## config.mk

```make
export PLATFORM = sky130hd
export DESIGN_NAME = ofs_supervisor
export DESIGN_NICKNAME = d
export VERILOG_FILES = /design/src/ofs_supervisor.v /design/src/ofs_latency_filter.v
export VERILOG_INCLUDE_DIRS = /design/src
export SDC_FILE = /design/constraint.sdc
export NUM_CORES = 1
export LEC_CHECK = 0
export BUFFER_PORTS_ARGS = -buffer_cell sky130_fd_sc_hd__buf_4
export CORE_ASPECT_RATIO = 1.75
export CORE_MARGIN = 2
export CORE_UTILIZATION = 50
export CTS_CLUSTER_DIAMETER = 50
export DETAILED_ROUTE_END_ITERATION = 10
export PLACE_DENSITY = 0.66
export SETUP_SLACK_MARGIN = 0.15
export SYNTH_ARGS = -nofsm -noshare
export SYNTH_HDL_FRONTEND = slang
export SYNTH_SLANG_ARGS = --single-unit
```

## constraint.sdc

```tcl
create_clock -name clk -period 7.15 [get_ports clk]
set_input_delay 0.3575 -clock clk [delete_from_list [all_inputs] [get_ports clk]]
set_output_delay 0.3575 -clock clk [all_outputs]
set_load 0.005 [all_outputs]
```

## src/ofs_consts.vh

```
/*
  Constants of the output fault supervisor: register offsets, field
  positions, reset values and timing counts.
  Assumes a 20 MHz clock and 32-bit APB with word-aligned registers.
*/
// Operation
// - pre-init pre-bias check against fixed threshold
// - pre-bias trip: phases low, latch, fault out
// - fixed OV after init, power-cycle lock if idle
// - tracking OV fault, configurable response, pulled low
// - tracking OV warning, conversion continues
// - tracking UV warning, conversion continues
// - tracking UV fault, configurable response, tri-stated
// - clamp setpoint to min/max, warning only
// - per-phase current limit, skip pulses, warn
// - latch-off stops; hiccup retries after wait
// - every unmasked status bit raises alert
// - shutdown response drops power-good
`ifndef OFS_CONSTS_VH
`define OFS_CONSTS_VH

// ==========================================================
// register byte offsets
`define OFS_A_CTRL     8'h00
`define OFS_A_TARGET   8'h04
`define OFS_A_VLIMIT   8'h08
`define OFS_A_OVOFS    8'h0C
`define OFS_A_UVOFS    8'h10
`define OFS_A_LIMITS   8'h14
`define OFS_A_RESP     8'h18
`define OFS_A_STATUS   8'h1C
`define OFS_A_MASK     8'h20
`define OFS_A_STATE    8'h24

// ==========================================================
// field positions
`define OFS_CTRL_EN    0
`define OFS_CTRL_CLR   1
`define OFS_HI_LSB     16
`define OFS_TON_LSB    24

// status bit positions
`define OFS_S_PREBIAS  0
`define OFS_S_FIXOV    1
`define OFS_S_TOVF     2
`define OFS_S_TOVW     3
`define OFS_S_TUVW     4
`define OFS_S_TUVF     5
`define OFS_S_TON      6
`define OFS_S_VLIM     7
`define OFS_S_PHOC     8
`define OFS_S_OC       9
`define OFS_NSTAT      10

// response codes, two bits per fault: fixed OV, tracking OV, UV, OC, TON
`define OFS_R_IGNORE   2'h0
`define OFS_R_LATCH    2'h1
`define OFS_R_HICCUP   2'h2

// ==========================================================
// reset values
`define OFS_RST_TARGET 12'h384
`define OFS_RST_VMIN   12'h190
`define OFS_RST_VMAX   12'hA8C
`define OFS_RST_OVF    9'h040
`define OFS_RST_OVW    9'h030
`define OFS_RST_FIXOV  12'hE74
`define OFS_RST_OC     10'h200
`define OFS_RST_PHL    8'h50
`define OFS_RST_TON    7'h28
`define OFS_RST_RESP   10'h155
`define OFS_RST_MASK   10'h000

// ==========================================================
// timing; all voltage codes are millivolts
`define OFS_PREBIAS_MV 14'h0E74
`define OFS_CLK_NS     50
`define OFS_LAT1_NS    1000
`define OFS_LAT2_NS    2000
`define OFS_OC_NS      175000
`define OFS_LAT1_CYC   ((`OFS_LAT1_NS + `OFS_CLK_NS - 1) / `OFS_CLK_NS)
`define OFS_LAT2_CYC   ((`OFS_LAT2_NS + `OFS_CLK_NS - 1) / `OFS_CLK_NS)
`define OFS_OC_CYC     ((`OFS_OC_NS + `OFS_CLK_NS - 1) / `OFS_CLK_NS)
`define OFS_HICCUP_MS  25
`define OFS_TON_US     250
`define OFS_HICCUP_CYC (`OFS_HICCUP_MS * 1000000 / `OFS_CLK_NS)
`define OFS_TON_CYC    (`OFS_TON_US * 1000 / `OFS_CLK_NS)

`endif

```

## src/ofs_supervisor.v

```verilog
/*
  Output fault supervisor for one channel: APB registers, threshold
  comparators with latency filters, response state machine, setpoint clamp
  and per-phase current limiting.
  Assumes sense codes and currents come from outside the clock domain and
  are synchronised here; initDone, droopMv and switchTick are local.
*/
`timescale 1ns/1ps
`default_nettype none
`include "ofs_consts.vh"
module ofs_supervisor #(
  parameter integer HICCUP_CYC = `OFS_HICCUP_CYC,
  parameter integer TON_CYC    = `OFS_TON_CYC
) (
  input  wire        clk,
  input  wire        srst,
  input  wire        ce,
  input  wire        psel,
  input  wire        penable,
  input  wire        pwrite,
  input  wire [7:0]  paddr,
  input  wire [31:0] pwdata,
  output reg  [31:0] prdata,
  output reg         pready,
  output reg         pslverr,
  input  wire [11:0] remoteSensePos,
  input  wire [11:0] remoteSenseNeg,
  input  wire [9:0]  totalCurrent,
  input  wire [55:0] phaseCurrent,
  input  wire        supplyGood,
  input  wire        enablePin,
  input  wire        initDone,
  input  wire [7:0]  droopMv,
  input  wire        switchTick,
  output reg  [11:0] setpointCode,
  output reg         convertOn,
  output reg  [6:0]  phaseSkip,
  output reg         phaseForceLow,
  output reg         phaseTristate,
  output reg         faultOutputN,
  output reg         powerGoodOut,
  output reg         alertN
);
  // ==========================================================
  // state codes
  localparam [2:0] ST_OFF = 3'h0;
  localparam [2:0] ST_SS  = 3'h1;
  localparam [2:0] ST_ON  = 3'h2;
  localparam [2:0] ST_HIC = 3'h3;
  localparam [2:0] ST_LAT = 3'h4;

  // ==========================================================
  // pin synchronisers, two stages before any use
  reg [100:0] syncA_q;
  reg [100:0] syncB_q;
  always @(posedge clk)
  begin
    if (srst)
    begin
      syncA_q <= 101'h0;
      syncB_q <= 101'h0;
    end
    else if (ce)
    begin
      syncA_q <= {enablePin, supplyGood, phaseCurrent, totalCurrent,
                  remoteSenseNeg, remoteSensePos};
      syncB_q <= syncA_q;
    end
  end
  wire [11:0] sPos   = syncB_q[11:0];
  wire [11:0] sNeg   = syncB_q[23:12];
  wire [9:0]  sTotal = syncB_q[33:24];
  wire [55:0] sPhase = syncB_q[89:34];
  wire        sSupGd = syncB_q[90];
  wire        sEnPin = syncB_q[91];

  // ==========================================================
  // registers
  reg        ctrlEn_q;
  reg [11:0] target_q;
  reg [11:0] vMin_q;
  reg [11:0] vMax_q;
  reg [8:0]  ovFaultOfs_q;
  reg [8:0]  ovWarnOfs_q;
  reg [8:0]  uvFaultOfs_q;
  reg [8:0]  uvWarnOfs_q;
  reg [11:0] fixOvThr_q;
  reg [9:0]  ocLimit_q;
  reg [7:0]  phaseLimit_q;
  reg [6:0]  tonMax_q;
  reg [9:0]  resp_q;
  reg [9:0]  status_q;
  reg [9:0]  mask_q;
  reg [2:0]  state_q;
  reg        prebiasLock_q;
  reg        fixOvLock_q;
  reg        runReqOld_q;
  reg [18:0] waitCnt_q;
  reg [12:0] tonTick_q;
  reg [6:0]  tonCnt_q;

  wire acc     = psel && penable;
  wire wrAcc   = acc && pwrite;
  wire clrCmd  = wrAcc && (paddr == `OFS_A_CTRL) && pwdata[`OFS_CTRL_CLR];
  wire runReq  = ctrlEn_q && sEnPin;
  wire enCycle = runReq && !runReqOld_q;
  wire clrAll  = clrCmd || enCycle;
  wire conv    = (state_q == ST_SS) || (state_q == ST_ON);

  // ==========================================================
  // tracking comparisons in signed millivolts
  wire [11:0] clampSp = (target_q > vMax_q) ? vMax_q :
                        (target_q < vMin_q) ? vMin_q : target_q;
  wire signed [13:0] diffMv = $signed({2'b00, sPos}) - $signed({2'b00, sNeg});
  wire signed [13:0] refMv  = $signed({2'b00, clampSp}) + $signed({6'h00, droopMv});
  wire signed [13:0] ovfThr = refMv + $signed({5'h00, ovFaultOfs_q});
  wire signed [13:0] ovwThr = refMv + $signed({5'h00, ovWarnOfs_q});
  wire signed [13:0] uvwThr = refMv - $signed({5'h00, uvWarnOfs_q});
  wire signed [13:0] uvfThr = refMv - $signed({5'h00, uvFaultOfs_q});

  wire [5:0] rawCond;
  assign rawCond[0] = initDone && (sPos > fixOvThr_q);
  assign rawCond[1] = conv && (diffMv > ovfThr);
  assign rawCond[2] = conv && (diffMv > ovwThr);
  assign rawCond[3] = conv && (diffMv < uvwThr);
  assign rawCond[4] = conv && (diffMv < uvfThr);
  assign rawCond[5] = conv && (sTotal > ocLimit_q);

  wire [5:0] filt;
  genvar gi;
  generate
    for (gi = 0; gi < 6; gi = gi + 1)
    begin : g_filt
      ofs_latency_filter #(
        .LAT((gi == 5) ? `OFS_OC_CYC :
             ((gi == 2) || (gi == 3)) ? `OFS_LAT2_CYC : `OFS_LAT1_CYC)
      ) u_filt (
        .clk  (clk),
        .srst (srst),
        .ce   (ce),
        .cond (rawCond[gi]),
        .hit  (filt[gi])
      );
    end
  endgenerate

  // per-phase cycle-by-cycle limit
  wire [6:0] phOver;
  generate
    for (gi = 0; gi < 7; gi = gi + 1)
    begin : g_phase
      assign phOver[gi] = conv && (sPhase[gi*8 +: 8] > phaseLimit_q);
    end
  endgenerate

  // ==========================================================
  // fault events and their responses
  wire prebiasHit = !initDone && sSupGd && ($signed({2'b00, sPos}) > $signed(`OFS_PREBIAS_MV));
  wire ssReached  = diffMv >= uvfThr;
  wire tonExpire  = (state_q == ST_SS) && (tonCnt_q >= tonMax_q);

  wire [1:0] rFix = resp_q[1:0];
  wire [1:0] rOv  = resp_q[3:2];
  wire [1:0] rUv  = resp_q[5:4];
  wire [1:0] rOc  = resp_q[7:6];
  wire [1:0] rTon = resp_q[9:8];

  // latch or hiccup demand from each fault; ignore acts as a warning
  wire lowLat = (filt[0] && conv && rFix == `OFS_R_LATCH) || (filt[1] && rOv == `OFS_R_LATCH);
  wire lowHic = (filt[0] && conv && rFix == `OFS_R_HICCUP) || (filt[1] && rOv == `OFS_R_HICCUP);
  wire triLat = (filt[4] && rUv == `OFS_R_LATCH) || (filt[5] && rOc == `OFS_R_LATCH) ||
                (tonExpire && rTon == `OFS_R_LATCH);
  wire triHic = (filt[4] && rUv == `OFS_R_HICCUP) || (filt[5] && rOc == `OFS_R_HICCUP) ||
                (tonExpire && rTon == `OFS_R_HICCUP);
  wire shutLow = conv && (lowLat || lowHic);
  wire shutAny = conv && (lowLat || lowHic || triLat || triHic);
  wire goLatch = lowLat || triLat;

  wire [9:0] evt;
  assign evt[`OFS_S_PREBIAS] = prebiasHit;
  assign evt[`OFS_S_FIXOV]   = filt[0];
  assign evt[`OFS_S_TOVF]    = filt[1];
  assign evt[`OFS_S_TOVW]    = filt[2];
  assign evt[`OFS_S_TUVW]    = filt[3];
  assign evt[`OFS_S_TUVF]    = filt[4];
  assign evt[`OFS_S_TON]     = tonExpire;
  assign evt[`OFS_S_VLIM]    = conv && (clampSp != target_q);
  assign evt[`OFS_S_PHOC]    = |phOver;
  assign evt[`OFS_S_OC]      = filt[5];
  // locked bits survive a clear; only a supply cycle removes them
  wire [9:0] keep = {8'h00, fixOvLock_q, prebiasLock_q};

  // ==========================================================
  // status, locks and sequencer
  always @(posedge clk)
  begin
    if (srst)
    begin
      status_q      <= 10'h000;
      prebiasLock_q <= 1'b0;
      fixOvLock_q   <= 1'b0;
      runReqOld_q   <= 1'b0;
      state_q       <= ST_OFF;
      waitCnt_q     <= 19'h00000;
      tonTick_q     <= 13'h0000;
      tonCnt_q      <= 7'h00;
      phaseForceLow <= 1'b0;
      phaseTristate <= 1'b1;
    end
    else if (ce)
    begin
      runReqOld_q <= runReq;
      // set wins over the clear
      if (clrAll)
        status_q <= (status_q & keep) | evt;
      else if (wrAcc && paddr == `OFS_A_STATUS)
        status_q <= (status_q & ~pwdata[9:0]) | evt | keep;
      else
        status_q <= status_q | evt;
      if (!sSupGd)
      begin
        prebiasLock_q <= 1'b0;
        fixOvLock_q   <= 1'b0;
      end
      else
      begin
        if (prebiasHit)
          prebiasLock_q <= 1'b1;
        if (filt[0] && !conv && rFix != `OFS_R_IGNORE)
          fixOvLock_q <= 1'b1;
      end
      if (state_q == ST_SS)
      begin
        if (tonTick_q >= TON_CYC[12:0] - 13'h0001)
        begin
          tonTick_q <= 13'h0000;
          if (tonCnt_q != 7'h7F)
            tonCnt_q <= tonCnt_q + 7'h01;
        end
        else
          tonTick_q <= tonTick_q + 13'h0001;
      end
      else
      begin
        tonTick_q <= 13'h0000;
        tonCnt_q  <= 7'h00;
      end
      if (prebiasLock_q || prebiasHit)
      begin
        state_q       <= ST_LAT;
        phaseForceLow <= 1'b1;
        phaseTristate <= 1'b0;
      end
      else
      begin
        case (state_q)
          ST_OFF:
          begin
            phaseForceLow <= fixOvLock_q;
            phaseTristate <= !fixOvLock_q;
            if (runReq && !fixOvLock_q)
              state_q <= ST_SS;
          end
          ST_SS, ST_ON:
          begin
            if (shutAny)
            begin
              // stop at once, driven low for OV, released otherwise
              state_q       <= goLatch ? ST_LAT : ST_HIC;
              waitCnt_q     <= 19'h00000;
              phaseForceLow <= shutLow;
              phaseTristate <= !shutLow;
            end
            else if (!runReq)
            begin
              state_q       <= ST_OFF;
              phaseForceLow <= 1'b0;
              phaseTristate <= 1'b1;
            end
            else
            begin
              phaseForceLow <= 1'b0;
              phaseTristate <= 1'b0;
              if (state_q == ST_SS && ssReached)
                state_q <= ST_ON;
            end
          end
          ST_HIC:
          begin
            if (!runReq)
              state_q <= ST_OFF;
            else if (waitCnt_q >= HICCUP_CYC[18:0] - 19'h00001)
              state_q <= ST_SS;
            else
              waitCnt_q <= waitCnt_q + 19'h00001;
          end
          ST_LAT:
          begin
            if (!runReq || clrCmd)
              state_q <= ST_OFF;
          end
          default:
            state_q <= ST_OFF;
        endcase
      end
    end
  end

  // ==========================================================
  // pin outputs
  wire faultPin = prebiasLock_q || prebiasHit ||
                  (filt[0] && rFix != `OFS_R_IGNORE) ||
                  (filt[1] && rOv != `OFS_R_IGNORE) ||
                  (filt[5] && rOc != `OFS_R_IGNORE);
  always @(posedge clk)
  begin
    if (srst)
    begin
      setpointCode <= 12'h000;
      convertOn    <= 1'b0;
      phaseSkip    <= 7'h00;
      faultOutputN <= 1'b1;
      powerGoodOut <= 1'b0;
      alertN       <= 1'b1;
    end
    else if (ce)
    begin
      setpointCode <= clampSp;
      convertOn    <= conv && !shutAny;
      if (switchTick)
        phaseSkip <= phOver;
      faultOutputN <= !faultPin;
      powerGoodOut <= (state_q == ST_ON) && !shutAny && runReq;
      alertN       <= !(|(status_q & ~mask_q));
    end
  end

  // ==========================================================
  // APB slave, zero wait states
  always @(posedge clk)
  begin
    if (srst)
    begin
      ctrlEn_q     <= 1'b0;
      target_q     <= `OFS_RST_TARGET;
      vMin_q       <= `OFS_RST_VMIN;
      vMax_q       <= `OFS_RST_VMAX;
      ovFaultOfs_q <= `OFS_RST_OVF;
      ovWarnOfs_q  <= `OFS_RST_OVW;
      uvFaultOfs_q <= `OFS_RST_OVF;
      uvWarnOfs_q  <= `OFS_RST_OVW;
      fixOvThr_q   <= `OFS_RST_FIXOV;
      ocLimit_q    <= `OFS_RST_OC;
      phaseLimit_q <= `OFS_RST_PHL;
      tonMax_q     <= `OFS_RST_TON;
      resp_q       <= `OFS_RST_RESP;
      mask_q       <= `OFS_RST_MASK;
      prdata       <= 32'h00000000;
      pready       <= 1'b0;
      pslverr      <= 1'b0;
    end
    else if (ce)
    begin
      pready  <= psel && !penable;
      pslverr <= 1'b0;
      if (psel && !penable)
      begin
        prdata <= 32'h00000000;
        case (paddr)
          `OFS_A_CTRL:   prdata[`OFS_CTRL_EN] <= ctrlEn_q;
          `OFS_A_TARGET: prdata[11:0] <= target_q;
          `OFS_A_VLIMIT: prdata <= {4'h0, vMax_q, 4'h0, vMin_q};
          `OFS_A_OVOFS:  prdata <= {7'h00, ovWarnOfs_q, 7'h00, ovFaultOfs_q};
          `OFS_A_UVOFS:  prdata <= {7'h00, uvWarnOfs_q, 7'h00, uvFaultOfs_q};
          `OFS_A_LIMITS: prdata <= {1'b0, tonMax_q, phaseLimit_q, ocLimit_q[3:0], fixOvThr_q};
          `OFS_A_RESP:   prdata[9:0] <= resp_q;
          `OFS_A_STATUS: prdata[9:0] <= status_q;
          `OFS_A_MASK:   prdata[9:0] <= mask_q;
          `OFS_A_STATE:  prdata <= {16'h0000, ocLimit_q[9:4], fixOvLock_q,
                                    prebiasLock_q, 5'h00, state_q};
          default:       pslverr <= 1'b1;
        endcase
      end
      if (wrAcc && pready)
      begin
        case (paddr)
          `OFS_A_CTRL:   ctrlEn_q <= pwdata[`OFS_CTRL_EN];
          `OFS_A_TARGET: target_q <= pwdata[11:0];
          `OFS_A_VLIMIT:
          begin
            vMin_q <= pwdata[11:0];
            vMax_q <= pwdata[27:16];
          end
          `OFS_A_OVOFS:
          begin
            ovFaultOfs_q <= pwdata[8:0];
            ovWarnOfs_q  <= pwdata[24:16];
          end
          `OFS_A_UVOFS:
          begin
            uvFaultOfs_q <= pwdata[8:0];
            uvWarnOfs_q  <= pwdata[24:16];
          end
          `OFS_A_LIMITS:
          begin
            fixOvThr_q   <= pwdata[11:0];
            phaseLimit_q <= pwdata[23:16];
            tonMax_q     <= pwdata[30:24];
          end
          `OFS_A_STATE:  ocLimit_q <= pwdata[9:0];
          `OFS_A_RESP:   resp_q <= pwdata[9:0];
          `OFS_A_MASK:   mask_q <= pwdata[9:0];
          default:       ctrlEn_q <= ctrlEn_q;
        endcase
      end
    end
  end
endmodule // ofs_supervisor
`default_nettype wire

```

## src/ofs_latency_filter.v

```verilog
/*
  Persistence filter: output rises once the condition has held for LAT
  consecutive enabled cycles and falls as soon as it drops.
  Assumes the condition is already on the clk domain.
*/
`timescale 1ns/1ps
`default_nettype none
module ofs_latency_filter #(
  parameter integer LAT = 20
) (
  input  wire clk,
  input  wire srst,
  input  wire ce,
  input  wire cond,
  output reg  hit
);
  // ==========================================================
  // counter
  reg [11:0] cnt_q;

  always @(posedge clk)
  begin
    if (srst)
    begin
      cnt_q <= 12'h000;
      hit   <= 1'b0;
    end
    else if (ce)
    begin
      // a single glitch restarts the count
      if (!cond)
      begin
        cnt_q <= 12'h000;
        hit   <= 1'b0;
      end
      else if (cnt_q >= LAT[11:0] - 12'h001)
        hit <= 1'b1;
      else
        cnt_q <= cnt_q + 12'h001;
    end
  end
endmodule // ofs_latency_filter
`default_nettype wire

```

**After elaboration in Yosys (flattened, before gate mapping)**

Cells that the tools add are included.
W data, S select, Z words.

- Register bits: 506
- Input bits: 148
- Output and inout bits: 59
- Logic and storage cells: 326

- Add/subtract/negate cells: 15
- Order comparisons: 26
- Equality and inequality tests: 48
- Muxes and demuxes: 64
- Bitwise gates (word level): 10
- Reduce and logical (&&, ||, !) cells: 116

Operator list:

| kind | count |
|---|---|
| $mux W12 | 14 |
| $pmux W19 S5 | 1 |
| $pmux W9 S9 | 1 |
| $add A12 B1 Y12 const B | 6 |
| $mux W19 | 3 |
| $gt A8 B8 Y1 | 7 |
| $logic_and A1 B1 Y1 | 49 |
| $pmux W19 S2 | 1 |
| $ge A12 B5 Y1 const B | 3 |
| $reduce_and A2 Y1 | 17 |
| $eq A8 B5 Y1 const B | 4 |
| $ne A2 B2 Y1 const B | 15 |
| $or A10 B10 Y10 | 3 |
| $reduce_and A3 Y1 | 10 |
| $add A13 B9 Y14 | 2 |
| $gt A13 B14 Y1 | 2 |
| $lt A13 B14 Y1 | 2 |
| $sub A13 B9 Y14 | 2 |
| $mux W3 | 9 |
| $mux W13 | 2 |
| $ge A12 B6 Y1 const B | 2 |
| $gt A12 B12 Y1 | 2 |
| $mux W1 | 23 |
| $mux W7 | 3 |
| 48 further kinds | 96 |

**Depth between registers and ports, before layout**

Gate-level depths: netlist of the first run.

- Depth in word-level cells: 12
- Gate-level depth with buffers: 35
- Gate-level depth less buffers: 32

**Modules after synthesis**

Synthesis of the first run repeated with hierarchy kept, for this count alone.

- Cell total of the unflattened synthesis: 3207
- Area, all modules: 27437.6 µm²

By module, submodules not included:

| module | times used | cells an instance | area an instance (µm²) |
|---|---|---|---|
| ofs_supervisor | 1 | 2785 | 23603.9 |
| ofs_latency_filter (g_filt[0].u_filt ...) | 3 | 59 | 564.3 |
| ofs_latency_filter (g_filt[2].u_filt ...) | 2 | 61 | 590.6 |
| ofs_latency_filter (g_filt[5].u_filt) | 1 | 123 | 959.7 |

**Worst setup path after synthesis of the first run**

No wires, ideal clock.

- Path kind: register -> register
- Start: register vMax_q[11]
- End: register g_filt[4].u_filt.cnt_q[1]
- Arrival time: 6.392 ns
- Required time: 7.058 ns
- Path slack: 0.666 ns
- Stages on the path, launching flop included: 34
- Buffers on the path: 2
- Cells stage by stage: dfxtp_1 -> inv_1 -> ha_1 -> a21oi_2 -> o21ai_2 -> a2111oi_4 -> a21oi_2 -> clkbuf_1 -> clkbuf_1 -> nand2_1 -> o21ai_0 -> ha_1 -> fa_1 -> xor2_1 -> ha_1 -> nor2b_1 -> o21ai_0 -> a21boi_0 -> o21a_1 -> o21ai_0 -> nor2b_1 -> o21ai_0 -> a2111oi_2 -> nor2_1 -> ha_1 -> nand4_1 -> or2_2 -> nor2_1 -> nor2_1 -> a21oi_1 -> nor2b_1 -> o211ai_1 -> and2_1 -> o32ai_1

- Longest elaborated chain between the ends: 8
- Elaborated cells between the ends (all ways): 9

RTL lines:

| element | line | source |
|---|---|---|
| start, declared | ofs_supervisor.v:82 | `reg [11:0] vMax_q;` |
| start signal, assigned | ofs_supervisor.v:347 | `` vMax_q <= `OFS_RST_VMAX; `` |
| start signal, assigned | ofs_supervisor.v:392 | `vMax_q <= pwdata[27:16];` |
| $gt A12 B12 Y1 (*) | ofs_supervisor.v:112 | `wire [11:0] clampSp = (target_q > vMax_q) ? vMax_q :` |
| $mux W12 (*) | ofs_supervisor.v:112 |  |
| net clampSp[0] | ofs_supervisor.v:112 |  |
| $add A12 B8 Y13 (*) | ofs_supervisor.v:115 | `wire signed [13:0] refMv = $signed({2'b00, clampSp}) + $signed({6'h00, droopMv});` |
| $sub A13 B9 Y14 (*) | ofs_supervisor.v:119 | `wire signed [13:0] uvfThr = refMv - $signed({5'h00, uvFaultOfs_q});` |
| $lt A13 B14 Y1 (*) | ofs_supervisor.v:126 | `assign rawCond[4] = conv && (diffMv < uvfThr);` |
| $logic_and A1 B1 Y1 (*) | ofs_supervisor.v:126 |  |
| $ne A2 B2 Y1 (no line) | -- |  |
| $reduce_and A2 Y1 (no line) | -- |  |
| end signal, assigned | ofs_latency_filter.v:39 | `cnt_q <= cnt_q + 12'h001;` |
| end, declared | ofs_latency_filter.v:19 | `reg [11:0] cnt_q;` |

The timed path passes the listed nets; every way through them passes the cells marked *.
A chain may end at the register's enable or synchronous reset.

**Worst setup path after layout of the first run**

- Start: register vMin_q[2]
- End: register g_filt[2].u_filt.cnt_q[1]

- Longest elaborated chain between the ends: 9
- Elaborated cells between the ends (all ways): 10

RTL lines:

| element | line | source |
|---|---|---|
| start, declared | ofs_supervisor.v:81 | `reg [11:0] vMin_q;` |
| start signal, assigned | ofs_supervisor.v:346 | `` vMin_q <= `OFS_RST_VMIN; `` |
| start signal, assigned | ofs_supervisor.v:391 | `vMin_q <= pwdata[11:0];` |
| $lt A12 B12 Y1 (*) | ofs_supervisor.v:113 | `(target_q < vMin_q) ? vMin_q : target_q;` |
| $mux W12 (*) | ofs_supervisor.v:113 |  |
| $mux W12 (*) | ofs_supervisor.v:112 |  |
| net clampSp[3] | ofs_supervisor.v:112 |  |
| $add A12 B8 Y13 (*) | ofs_supervisor.v:115 |  |
| $add A13 B9 Y14 (*) | ofs_supervisor.v:117 | `wire signed [13:0] ovwThr = refMv + $signed({5'h00, ovWarnOfs_q});` |
| $gt A13 B14 Y1 (*) | ofs_supervisor.v:124 | `assign rawCond[2] = conv && (diffMv > ovwThr);` |
| $logic_and A1 B1 Y1 (*) | ofs_supervisor.v:124 |  |
| $ne A2 B2 Y1 (no line) | -- |  |
| $reduce_and A2 Y1 (no line) | -- |  |
| end signal, assigned | ofs_latency_filter.v:39 |  |
| end, declared | ofs_latency_filter.v:19 |  |

Marked as above.

==> results of run 1 <==
## kinds of logic (layout without fill, tap and decap cells)
kind of cell    after synthesis  in the layout
fa+ha+maj                   235            235
flops                       505            505
mux                         209            209
simple gates               1133           1133
buf+inv                     326            666
xor+xnor                    125            125
other cells                   2              6
compound gates              688            688
## cells in the final DEF, fill, tap and decap left out, types with 7 or more instances in the layout
cell,count
dfxtp_1,502
nor2_1,405
nand2_1,370
buf_4,309
a21oi_1,253
ha_1,229
mux2i_1,203
inv_1,164
o21ai_0,100
dlygate4sd3_1,96
nand3_1,78
xnor2_1,70
a21o_1,52
clkbuf_16,52
nor3_1,50
xor2_1,49
nand4_1,47
o211ai_1,35
o21a_1,31
nor2b_1,25
and3_1,25
a31oi_1,25
a222oi_1,20
nand2b_1,19
a22oi_1,19
and2_1,18
nor4_1,17
a221oi_1,16
o21ai_1,15
nor3b_1,11
a21oi_2,10
a211oi_1,10
or2_2,9
or3_1,9
nor3_2,9
or4_1,8
clkbuf_1,8
o21ai_2,7
bufinv_16,7
clkbuf_8,7
## metrics by stage
step	TNS (ps)	utilization (%)	instance area (sq um)	hold WS (ps)	total power, W
finish	0	60.4	32600	16.4	0.00672
global route	0	60.4	32600	17.8	0.00697
CTS	0	60.2	32500	0.195	0.00674
detailed placement	-766	55.0	29700	422	0.00383
global placement	0	55.0	29700	423	0.00380
floorplan	0	-	27100	409	0.00351
## layout make-up
cell class | count | area [sq um] | area share [%]
Timing Repair Buffer | 408 | 3330 | 10.2
Tap cell | 690 | 863 | 2.65
Antenna cell | 3 | 7.51 | 0.0230
Clock inverter | 26 | 362 | 1.11
Sequential cell | 505 | 10100 | 31.0
Inverter | 165 | 619 | 1.90
Multi-Input combinational cell | 2393 | 15900 | 48.8
Clock buffer | 67 | 1430 | 4.37
## flip-flops by register name, summed over array words and instances, names as in the netlist, 7 cells and up
register	flops
g_filt.u_filt.cnt_q	72
setpointCode	12
target_q	12
fixOvThr_q	12
tonMax_q	7
vMin_q	12
prdata	31
ocLimit_q	10
vMax_q	12
syncB_q	92
resp_q	10
ovWarnOfs_q	9
phaseLimit_q	8
tonCnt_q	7
syncA_q	92
uvFaultOfs_q	9
mask_q	10
waitCnt_q	19
ovFaultOfs_q	9
uvWarnOfs_q	9
phaseSkip	7
tonTick_q	13
status_q	10
## tightest hold or removal path, cell delays in order
cell and delay (ps):
buf_4 80, mux2i_1 60, nor2_1 90
## routing by layer
layer | track usage (%) | wire length, um | vias up
met1 | 32.6 | 33000 | 11722
met4 | 22.9 | 7470 | 0
met5 | 0 | 0 | -
met2 | 54.1 | 43200 | 892
li1 | - | - | 11908
met3 | 5.08 | 5120 | 291
## timing repair
action | CTS | global route
cloned | 0 | 0
setup buffers | 0 | 2
pin swaps | 0 | 10
gates resized for setup | 7 | 36
setup endpoints to repair | 39 | 55
hold buffers | 96 | 0
hold endpoints to repair | 98 | 0
## cell usage after synthesis (19+ instances only)
library cell and number:
buf_1 30, a21oi_1 258, o21a_1 31, o211ai_1 35, a31oi_1 27, xnor2_1 71, inv_1 165, nand2_1 371
dfxtp_1 505, nand3_1 78, nor3_1 55, ha_1 229, nand4_1 47, a222oi_1 20, nor2_1 408, nand2b_1 19
a21o_1 52, clkbuf_1 122, nor2b_1 27, a22oi_1 19, mux2i_1 204, o21ai_0 112, xor2_1 49, and3_1 25
## worst paths after layout
path,from,endpoint,slack [ps]
max,vMin_q[2],g_filt[2].u_filt.cnt_q[1],450
max reg2reg,vMin_q[2],g_filt[2].u_filt.cnt_q[1],450
min reg2reg,g_filt[2].u_filt.cnt_q[11],g_filt[2].u_filt.cnt_q[11],430
min,phaseCurrent[13],syncA_q[47],20
## where the power goes
part / internal (W) / total [W] / switching [W] / leakage [nW]
Sequential: 0.00287 / 0.00292 / 0.0000446 / 4.10
Combinational: 0.000407 / 0.000912 / 0.000505 / 8.80
Clock: 0.00167 / 0.00289 / 0.00122 / 0.869
Total: 0.00495 / 0.00672 / 0.00177 / 13.8
==> impl_metrics.json, run 1 <==
{
  "status": "finished, final reports clean",
  "die-height_um": 312,
  "cp_max_fo": 9,
  "clk_latency_ps": 610,
  "netlist_top_cells_area": "dfxtp_1 37%, ha_1 11%, mux2i_1 7.5%, nor2_1 5.6%, nand2_1 5.1%",
  "clockRootBuffer": "clkbuf_16",
  "synth.cell_area_sq_mm": 0.0271,
  "dieArea_sq_mm": 0.0562,
  "power.density_cell_area_mw_per_mm2": 206,
  "fin_cells": 4257,
  "nFillCells": 4732,
  "drt-pass1-iter-count": 7,
  "max_clock_freq_mhz": 149,
  "post_route_cells_drive_above_1_share_pct": 13.7,
  "critical_path.n_buffers_inverters": 7,
  "max-slew-margin-rel_pct": 10.8,
  "fin_worst_skew_ps": 19.3,
  "dr_total_vias": 24813,
  "critical_path_cell_with_the_highest_stage_delay": "or3_1",
  "rsz0062_at_grt": "false",
  "ff2ff_path_depth": 35,
  "std_cell_rows": 113,
  "synthAdderAreaFrac_pct": 11.0,
  "area_growth_syn_to_layout_pct": 20.3,
  "total_leakage_power_nw": 13.8,
  "cp-start-kind": "flip-flop",
  "gr-usage-all-layers_pct": 30.6,
  "grt_overflow_total": 0,
  "crit_top_cell": "buf_4",
  "pre_cts_ws_ps": -159,
  "combinational_family_with_the_most_area_after_synthesis": "simple AND/OR/NAND/NOR gates",
  "post_synth_and_or_nand_nor_area_fraction_pct": 18.7,
  "primary_ff_master_synth": "dfxtp_1",
  "dpl.cell_count": 4063,
  "drtAntennaViolNets": 0,
  "io_buffers": 200,
  "globalplace.congestion": 0.984,
  "cts_buffers": 51,
  "via_count_of_the_first_global_routing_pass": 24865,
  "timing.hold.worst.class": "input port to flip-flop",
  "grt_pass1_wl_um": 137000,
  "post_synth_num_cell_types": 97,
  "tritoncts_clock_tree": "built",
  "synth_area_per_cell_sq_um": 8.42,
  "cts-htree-levels": 2,
  "report.final.slew_viol_count": 0,
  "post_synth_xor_area_fraction_pct": 4.22,
  "synth_enable_flop_cells": 0,
  "critical_path_data_arrival_time_ps": 7220,
  "critPathKind": "flip-flop to flip-flop",
  "clkSlewWorstSetupHoldPaths_ps": 60,
  "peak_supply_drop_v": 0.000213,
  "proportion_of_synthesized_chip_area_in_sequential_cells_pct": 37.3,
  "grt_start_max_net_pins": 103,
  "cp_num_cells": 35,
  "ys_warn_count": 0,
  "worst_pin_slew_ps": 1330,
  "via_per_inst": 5.83,
  "first_iteration_detailed_routing_drc_count": 1962,
  "synth.mux.area_fraction_pct": 7.74,
  "drt_drc_violations_left": 0,
  "nets": 3907,
  "ys_ff_latch": 505,
  "place_hpwl_um": 66100,
  "clkSinkCount": 505,
  "avgRoutedWirePerCell_um": 20.9,
  "timing.critical_path.to_type": "flip-flop",
  "synth_async_sr_flop_share_pct": 0,
  "critPathRequiredTime_ps": 7680,
  "die_width_um": 180,
  "critical-path-max-stage-delay_ps": 390,
  "top_cell_type_s_share_of_synthesized_area_pct": 37.3,
  "post-route-worst-setup-slack_ps": 454,
  "period_needed_ps": 6700,
  "core_region_area_sq_mm": 0.0540,
  "synth-compound-area-share_pct": 16.5,
  "synthesis.instances": 3223,
  "cts_max_path_buffers": 3,
  "initial_utilization_pct": 50.2,
  "period_share_pct": 93.7,
  "cap_viol_max_count": 0,
  "wirelength_um": 88800,
  "yosys.area.top_type": "dfxtp_1",
  "setup_violations": 0,
  "critical_path.top_delay_family": "compound AO/OA/AOI/OAI gates",
  "timing.hold.worst_path_depth": 3,
  "grt_antenna_before_repair": 1,
  "io_count": 207,
  "hold_viol": 0
}
Power figures use the tool's default switching activity.
==> inputs of run 2 (changes only) <==
clock period = 8.4 ns   (was 7.15 ns; I/O delays follow)
==> impl_metrics.json, run 2 (synthesis results as in run 1) <==
{
  "critPathRequiredTime_ps": 8880,
  "drt_drc_violations_left": 0,
  "setup_violations": 0,
  "tritoncts_clock_tree": "built",
  "io_buffers": 200,
  "post_route_cells_drive_above_1_share_pct": 11.5,
  "mostFrequentLayoutCells": "505 x dfxtp_1, 405 x nor2_1, 371 x nand2_1",
  "gr-usage-all-layers_pct": 30.0,
  "fin_cells": 4085,
  "dr_total_vias": 24125,
  "layout_commonest_cell": "dfxtp_1",
  "first_iteration_detailed_routing_drc_count": 1947,
  "dpl.cell_count": 3986,
  "area_growth_syn_to_layout_pct": 14.2,
  "drtAntennaViolNets": 0,
  "nets": 3738,
  "hold_viol": 0,
  "wirelength_um": 86700,
  "grt_antenna_before_repair": 1,
  "critical_path_cell_with_the_highest_stage_delay": "o21ai_0",
  "timing.critical_path.to_type": "flip-flop",
  "timing.hold.worst.class": "input port to flip-flop",
  "critPathKind": "flip-flop to flip-flop",
  "peak_supply_drop_v": 0.000165,
  "critical_path_data_arrival_time_ps": 8240,
  "fin_worst_skew_ps": 27.5,
  "grt_overflow_total": 0,
  "via_count_of_the_first_global_routing_pass": 23959,
  "via_per_inst": 5.91,
  "cap_viol_max_count": 0,
  "die-height_um": 312,
  "period_share_pct": 92.4,
  "max_clock_freq_mhz": 129,
  "io_count": 207,
  "globalplace.congestion": 0.952,
  "cts_buffers": 50,
  "diodes": 0,
  "critical_path.top_delay_family": "compound AO/OA/AOI/OAI gates",
  "die_width_um": 180,
  "cp-start-kind": "flip-flop",
  "postCtsHoldBufs": 0,
  "clkSinkCount": 505,
  "post-layout-total-power_w": 0.00559,
  "grt_pass1_wl_um": 133000,
  "period_needed_ps": 7760,
  "report.final.slew_viol_count": 0,
  "critical_path.n_buffers_inverters": 3,
  "place_hpwl_um": 65300,
  "std_cell_rows": 113,
  "setup.reg_to_reg.worst_slack_ps": 640,
  "core_region_area_sq_mm": 0.0540,
  "worst_pin_slew_ps": 1340,
  "crit_top_cell": "o21ai_0",
  "finalSetupTns_ps": 0,
  "layout_top_registers": "syncA_q x92, syncB_q x92, g_filt.u_filt.cnt_q x72",
  "initial_utilization_pct": 50.2,
  "rsz0062_at_grt": "false",
  "dieArea_sq_mm": 0.0562,
  "status": "finished, final reports clean",
  "total_leakage_power_nw": 13.0,
  "max-slew-margin-rel_pct": 10.2,
  "drt-pass1-iter-count": 8,
  "cts-htree-levels": 2,
  "cts_max_path_buffers": 3,
  "cp_max_fo": 8,
  "clockRootBuffer": "clkbuf_16",
  "power.density_cell_area_mw_per_mm2": 180,
  "grt_start_max_net_pins": 138,
  "avgRoutedWirePerCell_um": 21.2,
  "clk_latency_ps": 610,
  "clkSlewWorstSetupHoldPaths_ps": 70,
  "critical-path-max-stage-delay_ps": 530
}
run 2: cell types whose count changed in the layout (fill, tap and decap cells not counted), moves of 3 or more:
| cell | before | now |
|---|---|---|
| diode_2 | 3 | 0 |
| a21oi_2 | 10 | 7 |
| o21ai_0 | 100 | 112 |
| dfxtp_2 | 3 | 0 |
| o21ai_1 | 15 | 7 |
| dlygate4sd3_1 | 96 | 0 |
| a21oi_1 | 253 | 257 |
| clkinv_2 | 6 | 9 |
| o21ai_2 | 7 | 3 |
| dfxtp_1 | 502 | 505 |
| buf_4 | 309 | 237 |
run 2: layout make-up:
type                            count  area (sq um)
Clock buffer                       66          1430
Clock inverter                     26           329
Fill cell                        4968         23000
Inverter                          165           619
Multi-Input combinational cell   2393         15800
Sequential cell                   505         10100
Tap cell                          690           863
Timing Repair Buffer              240          1830
run 2: final timing paths:
kind	end	depth (start not counted)	from
min reg2reg	g_filt[2].u_filt.cnt_q[11]	2	g_filt[2].u_filt.cnt_q[11]
max reg2reg	g_filt[1].u_filt.cnt_q[5]	32	vMax_q[8]
max	g_filt[1].u_filt.cnt_q[5]	32	vMax_q[8]
min	syncA_q[6]	3	remoteSensePos[6]
run 2: what timing repair did:
action / CTS / global route
gates resized for setup: 0 / 1
setup buffers: 0 / 7
setup endpoints to repair: 0 / 16
run 2: stage by stage:
stage | setup slack, ps | instance area (sq um) | utilization [%] | hold WS (ps)
2_1_floorplan | 1920 | 27100 | - | 409
3_3_place_gp | 887 | 29200 | 54.0 | 430
3_5_place_dp | 737 | 29200 | 54.0 | 432
4_1_cts | 694 | 30900 | 57.3 | 25.6
5_1_grt | 174 | 31000 | 57.4 | 42.1
6_report | 642 | 31000 | 57.4 | 45.5
run 2: worst min-delay path, cell delays in order:
cell	delay, ps
buf_4	70
mux2i_1	50
nor2_1	70
run 2: metal layers:
metal,vias up,part of all wire (%),GRT usage (%)
li1,11558,-,-
met1,11461,37,32.4
met2,849,49,53.3
met3,257,6.5,5.51
met4,0,7.6,20.0
met5,-,0,0
run 2: power breakdown:
part	switching [W]	leakage, nW	internal [W]
logic	0.000411	8.01	0.000294
registers	0.0000376	4.10	0.00244
clock network	0.00103	0.867	0.00137
total	0.00148	13.0	0.00411
